===== src/logic/sgmii_mgmt_pkg.sv =====
`default_nettype none
package sgmii_mgmt_pkg;
    // register addresses on the management bus
    localparam logic [4:0] ADDR_CONTROL   = 5'h00;
    localparam logic [4:0] ADDR_STATUS    = 5'h01;
    localparam logic [4:0] ADDR_PHY_ID_HI = 5'h02;
    localparam logic [4:0] ADDR_PHY_ID_LO = 5'h03;
    localparam logic [4:0] ADDR_ADVERT    = 5'h04;
    localparam logic [4:0] ADDR_EXT_STAT  = 5'h0F;
    localparam logic [4:0] ADDR_IRQ_CTRL  = 5'h10;
    // control register field positions
    localparam int CTL_SOFT_RESET = 15;
    localparam int CTL_LOOPBACK   = 14;
    localparam int CTL_SPEED_LSB  = 13;
    localparam int CTL_AN_ENABLE  = 12;
    localparam int CTL_DUPLEX     = 8;
    localparam int CTL_SPEED_MSB  = 6;
    // interrupt control field positions
    localparam int IRQ_STATUS_BIT = 1;
    localparam int IRQ_ENABLE_BIT = 0;
    // fixed register images
    localparam logic [15:0] EXT_STATUS_VALUE = 16'h8000;
    localparam logic [15:0] ZERO_WORD        = 16'h0000;
    // reset values of the stored bits
    localparam logic RST_LOOPBACK  = 1'b0;
    localparam logic RST_SPEED_LSB = 1'b0;
    localparam logic RST_SPEED_MSB = 1'b1;
    localparam logic RST_AN_ENABLE = 1'b1;
    localparam logic RST_IRQ_EN    = 1'b1;
    localparam logic RST_IRQ_STAT  = 1'b0;
    // speed code reported when controller mode is off or at 2.5G
    localparam logic [1:0] SPEED_1000 = 2'h2;
    // frame layout: op codes and bit counts
    localparam logic [1:0] OP_WRITE  = 2'h1;
    localparam logic [1:0] OP_READ   = 2'h2;
    localparam logic [3:0] HDR_BITS  = 4'hC;
    localparam logic [4:0] DATA_LAST = 5'h11;
    localparam logic [4:0] WR_FIRST  = 5'h02;

    // frame header after the start bits
    typedef struct packed {
        logic [1:0] op;
        logic [4:0] phy;
        logic [4:0] regad;
    } mdio_hdr_t;

    // stored control bits
    typedef struct packed {
        logic soft_reset;
        logic loopback;
        logic speed_lsb;
        logic an_enable;
        logic speed_msb;
    } ctrl_t;

    // serial frame states
    typedef enum logic [1:0] {
        ST_IDLE  = 2'b00,
        ST_START = 2'b01,
        ST_HDR   = 2'b10,
        ST_DATA  = 2'b11
    } mdio_state_t;
endpackage
`default_nettype wire


===== src/logic/sgmii_mgmt_register_bank.sv =====
`default_nettype none
module sgmii_mgmt_register_bank (
    // clock and reset
    input  wire logic        SYS_CLK,
    input  wire logic        RST_N,
    // management serial pins, sampled as synchronous inputs
    input  wire logic        MDC,
    input  wire logic        MDIO_IN,
    output logic             MDIO_OUT,
    output logic             MDIO_OE,
    input  wire logic [4:0]  PHY_ADDR,
    // optional configuration vector for the control register
    input  wire logic        CFG_VALID,
    input  wire logic [15:0] CFG_DATA,
    // core status and mode straps
    input  wire logic        CLOCK_LOCK_INDICATION,
    input  wire logic        AN_COMPLETE,
    input  wire logic        CONTROLLER_MODE,
    input  wire logic        TBI_VARIANT,
    input  wire logic        RATE_2G5,
    // control outputs to the core
    output logic             NEGOTIATION_DONE_IRQ_PIN,
    output logic             LOOPBACK_INTERNAL,
    output logic             WRAP_OUT,
    output logic             AN_ENABLE_OUT,
    output logic [1:0]       SPEED_SEL_OUT,
    output logic             CORE_RESET_OUT
);

    ////////////////////////////////////////////////////////////////////////
    // declarations
    logic [1:0]                 rst_pipe_reg;  // reset release stages
    logic                       rst_n;         // synchronised reset
    logic                       mdc_q_reg;     // last clock level
    logic                       mdc_rise;      // bit sample strobe
    sgmii_mgmt_pkg::mdio_state_t state_reg;    // frame state
    logic [11:0]                hdr_reg;       // header shift
    sgmii_mgmt_pkg::mdio_hdr_t  hdr;           // header view
    logic [3:0]                 hdr_cnt_reg;   // header bits seen
    logic [4:0]                 dat_cnt_reg;   // bits after header
    logic                       is_read_reg;   // frame reads us
    logic                       is_write_reg;  // frame writes us
    logic [4:0]                 regad_reg;     // addressed register
    logic [15:0]                rd_shift_reg;  // outgoing data
    logic [15:0]                wr_shift_reg;  // incoming data
    logic                       wr_commit;     // write lands now
    logic [15:0]                wr_word;       // completed word
    sgmii_mgmt_pkg::ctrl_t      ctrl_reg;      // control bits
    logic                       irq_en_reg;    // interrupt enable
    logic                       irq_stat_reg;  // interrupt status
    logic                       restore;       // return to defaults
    logic                       ctl_load;      // control write
    logic [15:0]                ctl_word;      // control write data
    logic                       irq_clear;     // status zero written

    // register image as seen by a read
    function automatic logic [15:0] reg_image(
        input logic [4:0]            addr,
        input sgmii_mgmt_pkg::ctrl_t c,
        input logic                  gem,
        input logic                  ien,
        input logic                  ist
    );
        logic [15:0] v;
        v = sgmii_mgmt_pkg::ZERO_WORD;
        unique case (addr)
            sgmii_mgmt_pkg::ADDR_CONTROL: begin
                v[sgmii_mgmt_pkg::CTL_SOFT_RESET] = c.soft_reset;
                v[sgmii_mgmt_pkg::CTL_LOOPBACK]   = c.loopback;
                v[sgmii_mgmt_pkg::CTL_SPEED_LSB]  = gem & c.speed_lsb;
                v[sgmii_mgmt_pkg::CTL_AN_ENABLE]  = c.an_enable;
                v[sgmii_mgmt_pkg::CTL_DUPLEX]     = 1'b1;
                v[sgmii_mgmt_pkg::CTL_SPEED_MSB]  = ~gem | c.speed_msb;
            end
            // fixed duplex abilities, reserved low bits stay zero
            sgmii_mgmt_pkg::ADDR_EXT_STAT:
                v = sgmii_mgmt_pkg::EXT_STATUS_VALUE;
            sgmii_mgmt_pkg::ADDR_IRQ_CTRL: begin
                v[sgmii_mgmt_pkg::IRQ_STATUS_BIT] = ist;
                v[sgmii_mgmt_pkg::IRQ_ENABLE_BIT] = ien;
            end
            // status, identifier, advertisement contents live elsewhere
            default: v = sgmii_mgmt_pkg::ZERO_WORD;
        endcase
        return v;
    endfunction

    // write decode, shared by every register that takes writes
    function automatic logic hits(input logic [4:0] a, input logic [4:0] t);
        return a == t;
    endfunction

    ////////////////////////////////////////////////////////////////////////
    // reset release through two stages
    always_ff @(posedge SYS_CLK or negedge RST_N) begin
        if (!RST_N) begin
            rst_pipe_reg <= 2'h0;
        end else begin
            rst_pipe_reg <= {rst_pipe_reg[0], 1'b1};
        end
    end
    assign rst_n = rst_pipe_reg[1];
    // lock loss and soft reset reload defaults on the clock
    assign restore = ~CLOCK_LOCK_INDICATION | ctrl_reg.soft_reset;

    ////////////////////////////////////////////////////////////////////////
    // serial clock edge detect; pins are already synchronous
    always_ff @(posedge SYS_CLK or negedge rst_n) begin
        if (!rst_n) begin
            mdc_q_reg <= 1'b0;
        end else begin
            mdc_q_reg <= MDC;
        end
    end
    assign mdc_rise = MDC & ~mdc_q_reg;
    assign hdr      = {hdr_reg[10:0], MDIO_IN}; // header with its last bit
    // frame sequencer: start, 12 header bits, turnaround and 16 data
    always_ff @(posedge SYS_CLK or negedge rst_n) begin
        if (!rst_n) begin
            state_reg    <= sgmii_mgmt_pkg::ST_IDLE;
            hdr_reg      <= 12'h000;
            hdr_cnt_reg  <= 4'h0;
            dat_cnt_reg  <= 5'h00;
            is_read_reg  <= 1'b0;
            is_write_reg <= 1'b0;
            regad_reg    <= 5'h00;
        end else if (mdc_rise) begin
            unique case (state_reg)
                // preamble ones are optional; a zero opens the start
                sgmii_mgmt_pkg::ST_IDLE: begin
                    if (!MDIO_IN) begin
                        state_reg <= sgmii_mgmt_pkg::ST_START;
                    end
                end
                sgmii_mgmt_pkg::ST_START: begin
                    hdr_cnt_reg <= 4'h0;
                    state_reg   <= MDIO_IN ? sgmii_mgmt_pkg::ST_HDR
                                           : sgmii_mgmt_pkg::ST_START;
                end
                sgmii_mgmt_pkg::ST_HDR: begin
                    hdr_reg     <= {hdr_reg[10:0], MDIO_IN};
                    hdr_cnt_reg <= hdr_cnt_reg + 4'h1;
                    if (hdr_cnt_reg == sgmii_mgmt_pkg::HDR_BITS - 4'h1) begin
                        // frames for other addresses are still walked
                        // to the end so their data is not a false start
                        is_read_reg  <= hdr.op == sgmii_mgmt_pkg::OP_READ &&
                                        hdr.phy == PHY_ADDR;
                        is_write_reg <= hdr.op == sgmii_mgmt_pkg::OP_WRITE &&
                                        hdr.phy == PHY_ADDR;
                        regad_reg    <= hdr.regad;
                        dat_cnt_reg  <= 5'h00;
                        state_reg    <= sgmii_mgmt_pkg::ST_DATA;
                    end
                end
                sgmii_mgmt_pkg::ST_DATA: begin
                    dat_cnt_reg <= dat_cnt_reg + 5'h01;
                    if (dat_cnt_reg == sgmii_mgmt_pkg::DATA_LAST) begin
                        is_read_reg  <= 1'b0;
                        is_write_reg <= 1'b0;
                        state_reg    <= sgmii_mgmt_pkg::ST_IDLE;
                    end
                end
            endcase
        end
    end

    // read data is frozen when the header completes
    always_ff @(posedge SYS_CLK or negedge rst_n) begin
        if (!rst_n) begin
            rd_shift_reg <= 16'h0000;
        end else if (mdc_rise) begin
            if (state_reg == sgmii_mgmt_pkg::ST_HDR &&
                hdr_cnt_reg == sgmii_mgmt_pkg::HDR_BITS - 4'h1) begin
                rd_shift_reg <= reg_image({hdr_reg[3:0], MDIO_IN},
                                          ctrl_reg, CONTROLLER_MODE,
                                          irq_en_reg, irq_stat_reg);
            end else if (state_reg == sgmii_mgmt_pkg::ST_DATA &&
                         dat_cnt_reg != 5'h00) begin
                rd_shift_reg <= {rd_shift_reg[14:0], 1'b0};
            end
        end
    end

    // pin driver: zero for the second turnaround bit, then data
    always_ff @(posedge SYS_CLK or negedge rst_n) begin
        if (!rst_n) begin
            MDIO_OE  <= 1'b0;
            MDIO_OUT <= 1'b0;
        end else if (mdc_rise) begin
            if (state_reg == sgmii_mgmt_pkg::ST_DATA && is_read_reg &&
                dat_cnt_reg != sgmii_mgmt_pkg::DATA_LAST) begin
                MDIO_OE  <= 1'b1;
                MDIO_OUT <= (dat_cnt_reg == 5'h00) ? 1'b0
                                                   : rd_shift_reg[15];
            end else begin
                MDIO_OE  <= 1'b0;
                MDIO_OUT <= 1'b0;
            end
        end
    end

    // write data capture after both turnaround bits
    always_ff @(posedge SYS_CLK or negedge rst_n) begin
        if (!rst_n) begin
            wr_shift_reg <= 16'h0000;
        end else if (mdc_rise && state_reg == sgmii_mgmt_pkg::ST_DATA &&
                     dat_cnt_reg >= sgmii_mgmt_pkg::WR_FIRST) begin
            wr_shift_reg <= {wr_shift_reg[14:0], MDIO_IN};
        end
    end
    assign wr_word   = {wr_shift_reg[14:0], MDIO_IN};
    assign wr_commit = mdc_rise && is_write_reg &&
                       state_reg == sgmii_mgmt_pkg::ST_DATA &&
                       dat_cnt_reg == sgmii_mgmt_pkg::DATA_LAST;

    ////////////////////////////////////////////////////////////////////////
    // control register: serial write wins over the configuration vector
    assign ctl_load = (wr_commit &&
                       hits(regad_reg, sgmii_mgmt_pkg::ADDR_CONTROL))
                      || CFG_VALID;
    assign ctl_word = (wr_commit &&
                       hits(regad_reg, sgmii_mgmt_pkg::ADDR_CONTROL))
                      ? wr_word : CFG_DATA;

    // stored control bits; writes to other addresses fall away
    always_ff @(posedge SYS_CLK or negedge rst_n) begin
        if (!rst_n) begin
            ctrl_reg.soft_reset <= 1'b0;
            ctrl_reg.loopback   <= sgmii_mgmt_pkg::RST_LOOPBACK;
            ctrl_reg.speed_lsb  <= sgmii_mgmt_pkg::RST_SPEED_LSB;
            ctrl_reg.an_enable  <= sgmii_mgmt_pkg::RST_AN_ENABLE;
            ctrl_reg.speed_msb  <= sgmii_mgmt_pkg::RST_SPEED_MSB;
        end else if (restore) begin
            // this also drops the soft reset bit one cycle after it set
            ctrl_reg.soft_reset <= 1'b0;
            ctrl_reg.loopback   <= sgmii_mgmt_pkg::RST_LOOPBACK;
            ctrl_reg.speed_lsb  <= sgmii_mgmt_pkg::RST_SPEED_LSB;
            ctrl_reg.an_enable  <= sgmii_mgmt_pkg::RST_AN_ENABLE;
            ctrl_reg.speed_msb  <= sgmii_mgmt_pkg::RST_SPEED_MSB;
        end else if (ctl_load) begin
            ctrl_reg.soft_reset <= ctl_word[sgmii_mgmt_pkg::CTL_SOFT_RESET];
            ctrl_reg.loopback   <= ctl_word[sgmii_mgmt_pkg::CTL_LOOPBACK];
            ctrl_reg.an_enable  <= ctl_word[sgmii_mgmt_pkg::CTL_AN_ENABLE];
            // speed bits only take writes in controller mode
            if (CONTROLLER_MODE) begin
                ctrl_reg.speed_lsb <=
                    ctl_word[sgmii_mgmt_pkg::CTL_SPEED_LSB];
                ctrl_reg.speed_msb <=
                    ctl_word[sgmii_mgmt_pkg::CTL_SPEED_MSB];
            end
        end
    end

    ////////////////////////////////////////////////////////////////////////
    // interrupt control; hardware set beats a clearing write
    assign irq_clear = wr_commit &&
                       hits(regad_reg, sgmii_mgmt_pkg::ADDR_IRQ_CTRL) &&
                       !wr_word[sgmii_mgmt_pkg::IRQ_STATUS_BIT];

    always_ff @(posedge SYS_CLK or negedge rst_n) begin
        if (!rst_n) begin
            irq_en_reg <= sgmii_mgmt_pkg::RST_IRQ_EN;
        end else if (restore) begin
            irq_en_reg <= sgmii_mgmt_pkg::RST_IRQ_EN;
        end else if (wr_commit &&
                     hits(regad_reg, sgmii_mgmt_pkg::ADDR_IRQ_CTRL)) begin
            irq_en_reg <= wr_word[sgmii_mgmt_pkg::IRQ_ENABLE_BIT];
        end
    end

    always_ff @(posedge SYS_CLK or negedge rst_n) begin
        if (!rst_n) begin
            irq_stat_reg <= sgmii_mgmt_pkg::RST_IRQ_STAT;
        end else if (restore || !irq_en_reg) begin
            irq_stat_reg <= 1'b0;
        end else if (AN_COMPLETE) begin
            irq_stat_reg <= 1'b1;
        end else if (irq_clear) begin
            irq_stat_reg <= 1'b0;
        end
    end

    ////////////////////////////////////////////////////////////////////////
    // registered outputs to the core
    always_ff @(posedge SYS_CLK or negedge rst_n) begin
        if (!rst_n) begin
            NEGOTIATION_DONE_IRQ_PIN <= 1'b0;
            LOOPBACK_INTERNAL        <= 1'b0;
            WRAP_OUT                 <= 1'b0;
            AN_ENABLE_OUT            <= sgmii_mgmt_pkg::RST_AN_ENABLE;
            SPEED_SEL_OUT            <= sgmii_mgmt_pkg::SPEED_1000;
            CORE_RESET_OUT           <= 1'b1;
        end else begin
            NEGOTIATION_DONE_IRQ_PIN <= irq_stat_reg;
            LOOPBACK_INTERNAL <= ctrl_reg.loopback & ~TBI_VARIANT;
            WRAP_OUT          <= ctrl_reg.loopback & TBI_VARIANT;
            AN_ENABLE_OUT     <= ctrl_reg.an_enable;
            // one speed only at 2.5G, so the bits are not looked at
            SPEED_SEL_OUT <= (CONTROLLER_MODE && !RATE_2G5)
                             ? {ctrl_reg.speed_msb, ctrl_reg.speed_lsb}
                             : sgmii_mgmt_pkg::SPEED_1000;
            CORE_RESET_OUT <= restore;
        end
    end
endmodule
`default_nettype wire


===== config.mk =====
export PLATFORM = sky130hd
export DESIGN_NAME = sgmii_mgmt_register_bank
export DESIGN_NICKNAME = d
export VERILOG_FILES = /design/src/logic/sgmii_mgmt_pkg.sv /design/src/logic/sgmii_mgmt_register_bank.sv
export SDC_FILE = /design/constraint.sdc
export NUM_CORES = 1
export LEC_CHECK = 0
export ABC_AREA = 1
export BUFFER_PORTS_ARGS = -buffer_cell sky130_fd_sc_hd__buf_2
export CORE_UTILIZATION = 62
export DETAILED_ROUTE_END_ITERATION = 8
export HOLD_SLACK_MARGIN = 0.06
export PLACE_DENSITY_LB_ADDON = 0.08
export SETUP_SLACK_MARGIN = 0.02
export SLEW_MARGIN = 5
export SYNTH_ARGS = -nofsm -noshare
export SYNTH_HDL_FRONTEND = slang
export SYNTH_SLANG_ARGS = --single-unit

===== constraint.sdc =====
create_clock -name SYS_CLK -period 4 [get_ports SYS_CLK]
set_input_delay 0.2 -clock SYS_CLK [delete_from_list [all_inputs] [get_ports SYS_CLK]]
set_output_delay 0.2 -clock SYS_CLK [all_outputs]
set_load 0.01 [all_outputs]

**Word level (Yosys, flattened, before mapping)**

Cells that the tools add are included.

- Bits in registers: 79
- Bits in latches: 0
- Bits in writable memories: 0
- ROM bits: 0
- Input port bits: 31
- Output and inout port bits: 9
- Word-level logic and storage cells: 127
- Memories: 0

- Add/subtract/negate cells: 2
- Multipliers: 0
- Divide/modulo/power cells: 0
- $lt $le $gt $ge: 1
- Equal/unequal tests: 15
- Shifts and indexed selects: 0
- Multiplexer cells: 33
- Bitwise logic cells: 10
- Reductions and logical operators: 40

Operator list:

| kind | number |
|---|---|
| 16-bit 2-to-1 mux | 3 |
| 4-bit one-hot mux with 2 select lines | 2 |
| 5-bit equality test (second input constant) | 3 |
| 1-bit logical AND | 15 |
| 5-bit logical NOT | 3 |
| 1-bit 2-to-1 mux | 15 |
| 5-bit 2-to-1 mux | 3 |
| 2-bit 2-to-1 mux | 6 |
| 2-bit nonzero test | 6 |
| 5-bit one-hot mux with 2 select lines | 1 |
| 2-bit one-hot mux with 4 select lines | 1 |
| 2-bit AND reduction | 4 |
| 4-bit AND reduction | 2 |
| 2-bit equality test (second input constant) | 3 |
| 2-bit inequality test (second input constant) | 3 |
| 3-bit AND reduction | 2 |
| 5-bit by 1-bit adder with 5-bit output (second input constant) | 1 |
| 5-bit by 4-bit equality test with 1-bit output (second input constant) | 1 |
| 5-bit equality test | 1 |
| 5-bit by 2-bit greater-or-equal comparator with 1-bit output (second input constant) | 1 |
| 5-bit inequality test (second input constant) | 1 |
| 5-bit nonzero test | 1 |
| 4-bit by 1-bit adder with 4-bit output (second input constant) | 1 |
| 1-bit AND | 4 |
| 9 further kinds | 18 |

**Logic depth before layout (Yosys ltp)**

Gate-level depths: netlist (run 1).

- Word-level depth: 10
- Depth in mapped cells: 12
- Mapped depth without buffers: 12

**Worst setup path after synthesis (run 1)**

OpenSTA, ideal clock, no wires.

- Path type: register to register
- Start point: register state_reg[0]
- End point: register rd_shift_reg[1]
- Setup time: 0.082 ns
- Arrival: 1.445 ns
- Data required time: 3.918 ns
- Setup slack: 2.473 ns
- Cell stages (with the launch flop): 10
- Buffers on the path: 1
- Period minus slack after synthesis: 1.527 ns
- Path through: dfrtp_1 -> inv_1 -> ha_1 -> inv_2 -> nor2_4 -> nand2_2 -> nand2_2 -> buf_6 -> nor2_1 -> a31oi_1

- Word-level cells in the longest chain between the ends: 4
- Elaborated cells on any way between the ends: 7
- Classes of those cells: eq/ne: 2; mux: 1; reduce/logical: 4

Ends and longest elaborated chain:

| what | line | text |
|---|---|---|
| start, declared | sgmii_mgmt_register_bank.sv:36 | `sgmii_mgmt_pkg::mdio_state_t state_reg;` |
| start signal, assigned | sgmii_mgmt_register_bank.sv:120 | `state_reg <= sgmii_mgmt_pkg::ST_IDLE;` |
| start signal, assigned | sgmii_mgmt_register_bank.sv:132 | `state_reg <= sgmii_mgmt_pkg::ST_START;` |
| start signal, assigned | sgmii_mgmt_register_bank.sv:137 | `state_reg <= MDIO_IN ? sgmii_mgmt_pkg::ST_HDR` |
| 2-bit equality test (on tied branches) | sgmii_mgmt_register_bank.sv:172, sgmii_mgmt_register_bank.sv:177 |  |
| 1-bit logical AND (on tied branches) | sgmii_mgmt_register_bank.sv:172, sgmii_mgmt_register_bank.sv:177 |  |
| 2-bit nonzero test (no line) | -- |  |
| 2-bit AND reduction (no line) | -- |  |
| end signal, assigned | sgmii_mgmt_register_bank.sv:174 | `rd_shift_reg <= reg_image({hdr_reg[3:0], MDIO_IN},` |
| end signal, assigned | sgmii_mgmt_register_bank.sv:179 | `rd_shift_reg <= {rd_shift_reg[14:0], 1'b0};` |
| end, declared | sgmii_mgmt_register_bank.sv:44 | `logic [15:0] rd_shift_reg;` |

Parallel ways exist; a longest one is shown, timed or not.
A chain may end at the register's enable or synchronous reset.

**Final worst setup path (run 1)**

- Start point: register state_reg[0]
- End point: register rd_shift_reg[11]

The elaborated chain is that of the path after synthesis.

==> run_results.csv, run 1 <==
group,metric,value,unit
sta,timing.final.ws_setup,1.82,ns
synth,ys_seq_elements,79,
sta,slew_violations,0,
clocking,htree_levels,3,
critical_path,cpLargestDelayFamily,"simple AND/OR/NAND/NOR gates",
clocking,worstSkewPairLatency,0.35,ns
critical_path,critPathLaunchType,"flip-flop",
synth,async_flop_share,1.00,
clocking,cts_resized,0,
sta,tightestPinTransition,1.01,ns
critical_path,rr_worst_depth,9,
global_routing,grt_max_degree,78,
placement,place_ws,1.85,ns
sta,layout_min_cycle_time,2.18,ns
critical_path,critPathSlowestCell,"dfrtp_1",
synth,avgSynthCellArea,8.96,um2
sta,clock_skew,0.00857,ns
synth,ys_top_cells_by_area,"dfrtp_1 51%, nand2_1 9.0%, o21ai_0 5.0%, inv_1 4.8%, dfstp_2 4.4%",
die,dieArea,6090,um2
die,num_io_pins,40,
sta,relSlewSlack,0.327,
synth,synth_top_area_frac,0.510,
die,die_h,78.0,um
clocking,cts_setup_buffers,0,
placement,globalplace.congestion,0.829,
sta,finalSetupViolations,0,
die,dieWidth,78.0,um
synth,yosysSeqAreaShare,0.554,
routing,vias,2715,
power_and_ir_drop,max-vdd-ir-drop,0.000411,V
sta,tns,0,ns
synth,syn-num-nets,441,
routing,drt_iter0_drc,157,
clocking,root_buffer,"clkbuf_8",
clocking,cts_buffers,9,
clocking,clk_pin_slew,0.08,ns
power_and_ir_drop,p_per_area,616,nW/um2
clocking,hold_buffers,5,
global_routing,overflow,0,
sta,fmax,459,MHz
cells_and_area,finalNetCount,477,
critical_path,worstSetupPathType,"reg2reg",
routing,viasPerCell,5.29,
sta,period_share,0.545,
synth,ys.flop_type,"dfrtp_1",
cells_and_area,multiInputGateArea,1360,um2
clocking,cts_sinks,79,
synth,synth.distinct_cells,34,
synth,yosys-top-cells-count,"86 x nand2_1, 73 x dfrtp_1, 46 x inv_1",
critical_path,crit_chain,"inv_1 > ha_1 > inv_2 > nor2_4 > nand2_2 > nand2_2 > inv_1 > nand2_1 > o21ai_0",
critical_path,crit_path_max_fanout,22,
die,fp-row-count,27,
cells_and_area,num_antenna_cells,0,
synth,synth_area_leader_cell,"dfrtp_1",
cells_and_area,seqCellArea,1990,um2
power_and_ir_drop,p_leak,1.99,nW
routing,drc,0,
sta,holdWs,0.0884,ns
critical_path,crit_cells,9,
run,maxCapViolations,0,
placement,hpwl,4.62,mm
sta,hold_viol,0,
synth,yosysWarnings,0,
critical_path,cp_slowest_stage_delay,0.41,ns
cells_and_area,area_growth,12.5,%
routing,wl,6.68,mm
sta,rsz0062_at_grt,"no",
min_path,min_path_type,"in2reg",
critical_path,worstPathArrival,2.39,ns
synth,yosysMostFrequentCell,"nand2_1",
routing,firstDrtPassIters,4,
placement,port_buffers,28,
routing,wl_per_cell,13.0,um
die,core-area,5540,um2
synth,synth_edf_count,0,
global_routing,grt_pass1_wl,11.5,mm
cells_and_area,final_layout_size_suffix_gt1_frac,0.150,
synth,synth_area,3580,um2
routing,antenna_left,0,
die,start_util,0.647,
global_routing,grt_pass1_vias,2554,
cells_and_area,nFillCells,421,
clocking,cts.path.max_buffers,2,
critical_path,cp-end-kind,"flip-flop",
global_routing,grt_usage,0.245,
min_path,holdPathStages,3,
outcome,status,"completed",
critical_path,cp_num_buf_inv,3,
global_routing,antenna_found_initial,0,
clocking,cts_tree,"built",
cells_and_area,largest_reg_flops,16,
synth,synthCells,400,
critical_path,cp.required,4.22,ns
-- worst paths after layout --
kind                                       from                to  slack (ns)
worst max-delay path               state_reg[0]  rd_shift_reg[11]        1.82
worst min-delay path               CFG_DATA[15]       ctrl_reg[4]        0.09
worst max register to register     state_reg[0]  rd_shift_reg[11]        1.82
worst min register to register  rst_pipe_reg[0]   rst_pipe_reg[1]        0.36
max in group asynchronous       rst_pipe_reg[1]   rd_shift_reg[4]        2.91
min in group asynchronous                 RST_N   rst_pipe_reg[1]        0.16
-- power by group --
part           internal [W]  leakage, nW  switching [W]
sequential          0.00105        0.991       0.000167
clock              0.000353        0.104       0.000286
combinational      0.000233        0.898       0.000400
total               0.00163         1.99       0.000853
-- layout make-up --
| cell class | count | share of cell area |
|---|---|---|
| clock buffer | 11 | 0.0326 |
| clock inverter | 5 | 0.0202 |
| sequential | 79 | 0.493 |
| tap | 72 | 0.0224 |
| multi-input combinational | 262 | 0.337 |
| inverter | 51 | 0.0475 |
| timing repair buffer | 33 | 0.0472 |
-- routing by layer --
layer  track usage  vias up  routed length (um)
met5             0        -                   0
met4        0.0944        0                 102
met3        0.0407       10                 178
met2         0.393       44                3210
met1         0.338     1284                3200
li1              -     1377                   -
-- stage by stage --
step                      std cells  utilization  instance area (um2)  total power (W)
after floorplan                 400            -                 3580          0.00168
after global placement          492        0.680                 3770          0.00181
after detailed placement        492        0.680                 3770          0.00186
after CTS                       513        0.727                 4030          0.00250
after global routing            513        0.727                 4030          0.00267
final                           513        0.727                 4030          0.00248
-- worst register-to-register path: stages (launching register included) --
cell and delay [ns]:
dfrtp_1 0.41, inv_1 0.15, ha_1 0.27, inv_2 0.10
nor2_4 0.23, nand2_2 0.20, nand2_2 0.35, inv_1 0.18
nand2_1 0.09, o21ai_0 0.08
-- layout by cell type (no fill, tap or decap), types with 5 or more instances in the layout --
cell type / Yosys / routed
a21oi_1: 15 / 15
buf_2: 3 / 28
clkbuf_8: 0 / 9
dfrtp_1: 73 / 72
dfstp_2: 6 / 6
dlygate4sd3_1: 0 / 5
ha_1: 10 / 10
inv_1: 46 / 46
nand2_1: 86 / 86
nand2_2: 5 / 5
nand3_1: 27 / 27
nand4_1: 7 / 7
nor2_1: 35 / 35
o21ai_0: 36 / 36
o21ai_1: 8 / 8
o22ai_1: 6 / 6
-- kinds of logic (layout without fill, tap and decap cells) --
family	count (synthesis)	after routing	share of synthesized area
adders and majority gates	10	10	0.0349
and+or+nand+nor	171	171	0.214
AOI/OAI and AO/OA	75	75	0.117
buffers and inverters	59	100	0.0671
DFF	79	79	0.554
other	1	1	0.00105
xor gates and xnor gates	5	5	0.0122
Power figures use the tool's default switching activity.
==> inputs of run 2 (changes only) <==
- ABC_AREA: 1 -> 0
- CORE_UTILIZATION: 62 -> 58
- clock period: 4 -> 2.1 ns (I/O delays scaled with it)
==> run 2 against run 1 <==
Effect of this change:
- via count fell by 13%
- power rose by 67%
- synthesized cell count fell by 28%
- die area rose by 7.8%
- sequential share of layout area fell by 1.2 points
- flip-flop and latch count did not move
- register-to-register slack got worse by 1.7 ns
- design area rose by 2.4%
- clock skew fell by 0.00059 ns
- worst setup slack got worse by 1.7 ns
- critical path type unchanged
- cell count fell by 19%
- clock-buffer cell count did not move
==> run_results.csv, run 2 <==
group,metric,value,unit
sta,relSlewSlack,0.632,
clocking,root_buffer,"clkbuf_8",
critical_path,critPathLaunchType,"flip-flop",
critical_path,cp.required,2.37,ns
global_routing,antenna_found_initial,0,
routing,drc,0,
routing,vias,2369,
routing,firstDrtPassIters,4,
global_routing,grt_busiest_layer,"met2",
critical_path,worstSetupPathType,"reg2reg",
min_path,min_path_type,"in2reg",
clocking,cts_sinks,79,
synth,synth_area_leader_cell,"dfrtp_1",
cells_and_area,area_growth,14.0,%
synth,synth.distinct_cells,56,
critical_path,cp_slowest_stage_delay,0.44,ns
sta,slew_violations,0,
run,maxCapViolations,0,
die,core-area,5960,um2
synth,synthCells,290,
sta,rsz0062_at_grt,"no",
synth,ys_seq_elements,79,
critical_path,worstPathArrival,2.21,ns
cells_and_area,largest_reg_flops,16,
die,dieArea,6560,um2
routing,wl_per_cell,15.4,um
clocking,cts_tree,"built",
synth,ys.flop_type,"dfrtp_1",
critical_path,crit_path_max_fanout,8,
power_and_ir_drop,max-vdd-ir-drop,0.000661,V
synth,yosysWarnings,0,
critical_path,reg2reg_from,"state_reg[0]",
routing,wl,6.42,mm
synth,synth_edf_count,0,
power_and_ir_drop,p_per_area,1010,nW/um2
sta,tns,0,ns
global_routing,grt_pass1_wl,11.0,mm
sta,tightestPinTransition,0.552,ns
die,start_util,0.608,
critical_path,cp-end-kind,"flip-flop",
placement,placed_cells,392,
synth,async_flop_share,1.00,
synth,yosys-top-cells-count,"73 x dfrtp_1, 23 x mux2_2, 16 x o21ai_0",
critical_path,rr_worst_depth,6,
sta,layout_min_cycle_time,1.94,ns
global_routing,grt_usage,0.225,
clocking,cts_buffers,9,
synth,yosysMostFrequentCell,"dfrtp_1",
synth,avgSynthCellArea,12.5,um2
critical_path,critPathSlowestCell,"dfrtp_1",
placement,hpwl,4.37,mm
die,dieWidth,81,um
placement,place_ws,0.0259,ns
sta,finalSetupViolations,0,
cells_and_area,num_antenna_cells,0,
routing,drt_iter0_drc,133,
synth,ys_top_cells_by_area,"dfrtp_1 50%, mux2_2 7.2%, dfstp_2 4.4%, ha_1 3.5%, mux2_4 3.3%",
global_routing,use_met2,0.328,
die,fp-row-count,28,
sta,clock_skew,0.00797,ns
cells_and_area,multiInputGateArea,1550,um2
synth,synth_top_area_frac,0.505,
cells_and_area,final_common_cell,"dfrtp_1",
cells_and_area,finalNetCount,378,
min_path,holdCritStartpoint,"CFG_VALID",
global_routing,overflow,0,
synth,synth_area,3620,um2
power_and_ir_drop,p_leak,1.93,nW
critical_path,reg2reg_to,"dat_cnt_reg[4]",
global_routing,gr-usage-met1,0.325,
cells_and_area,most-common-layout-cells,"72 x dfrtp_1, 28 x buf_2, 23 x mux2_2",
sta,hold_viol,0,
sta,fmax,516,MHz
synth,yosysSeqAreaShare,0.548,
outcome,status,"completed",
clocking,htree_levels,3,
cells_and_area,nFillCells,457,
cells_and_area,seqCellArea,1990,um2
global_routing,use_met3,0.0438,
global_routing,grt_pass1_vias,2315,
sta,period_share,0.924,
routing,viasPerCell,5.68,
sta,timing.final.ws_setup,0.160,ns
cells_and_area,final_layout_size_suffix_gt1_frac,0.313,
die,die_h,81,um
min_path,holdPathStages,3,
routing,antenna_left,0,
clocking,worstSkewPairLatency,0.35,ns
global_routing,grt_max_degree,44,
die,num_io_pins,40,
placement,port_buffers,28,
cells_and_area,stdcell_count,417,
power_and_ir_drop,p_total,0.00416,W
clocking,cts.path.max_buffers,2,
cells_and_area,fin_util,0.693,
clocking,clk_pin_slew,0.08,ns
critical_path,crit_chain,"inv_1 > ha_1 > and4b_2 > o21ai_2 > or3_1 > a21oi_1",
synth,syn-num-nets,331,
placement,globalplace.congestion,0.832,
min_path,min_to,"ctrl_reg[4]",
critical_path,reg2reg_slack,0.16,ns
[run 2: worst max-delay path by stage]
stage / startpoint / to
floorplan: state_reg[0] / wr_shift_reg[10]
global placement: state_reg[0] / regad_reg[0]
detailed placement: state_reg[0] / regad_reg[0]
CTS: state_reg[0] / dat_cnt_reg[4]
global route: state_reg[0] / dat_cnt_reg[4]
finish: state_reg[0] / dat_cnt_reg[4]
[run 2: repair_timing]
action,4_1_cts,5_1_grt
cloned,0,0
hold endpoints to repair,9,0
setup endpoints to repair,5,15
setup buffers,0,1
gates resized for setup,1,2
pin swaps,0,1
hold buffers,8,0
[run 2: cell families after synthesis]
logic type / after synthesis / share of synthesized area
mux: 36 / 0.119
other cells: 1 / 0.00104
flops: 79 / 0.548
fa+ha+maj: 10 / 0.0346
xor+xnor: 6 / 0.0145
compound gates: 55 / 0.112
buf+inv: 17 / 0.0249
simple gates: 86 / 0.147
[run 2: power breakdown]
part           switching (W)  total (W)  internal (W)
Clock               0.000552    0.00104      0.000492
Sequential          0.000300    0.00214       0.00184
Combinational       0.000464   0.000972      0.000508
Total                0.00132    0.00416       0.00284
[run 2: through the flow]
step	hold slack, ns	instance area [um2]
floorplan	-0.191	3620
global placement	-0.111	3850
detailed placement	-0.108	3850
CTS	0.0684	4120
global route	0.0955	4130
finish	0.0860	4130
[run 2: critical path: cells and delay by family, from the launching register on]
family | cells | cell delay, ns
flip-flops | 1 | 0.44
adder cells (fa/ha/maj) | 1 | 0.25
AO/OA/AOI/OAI | 2 | 0.30
buffers and inverters | 1 | 0.13
AND/OR/NAND/NOR | 2 | 0.75
[run 2: per-layer routing]
metal / routed length (um) / up-vias
met2: 2880 / 40
met4: 122 / 0
met1: 3210 / 1167
met5: 0 / -
met3: 205 / 11
li1: - / 1151
[run 2: final cells by class]
class,count,area share
timing repair buffer,44,0.0679
tap,75,0.0227
multi-input combinational,194,0.376
inverter,9,0.00818
clock buffer,11,0.0367
sequential,79,0.481
clock inverter,5,0.00758
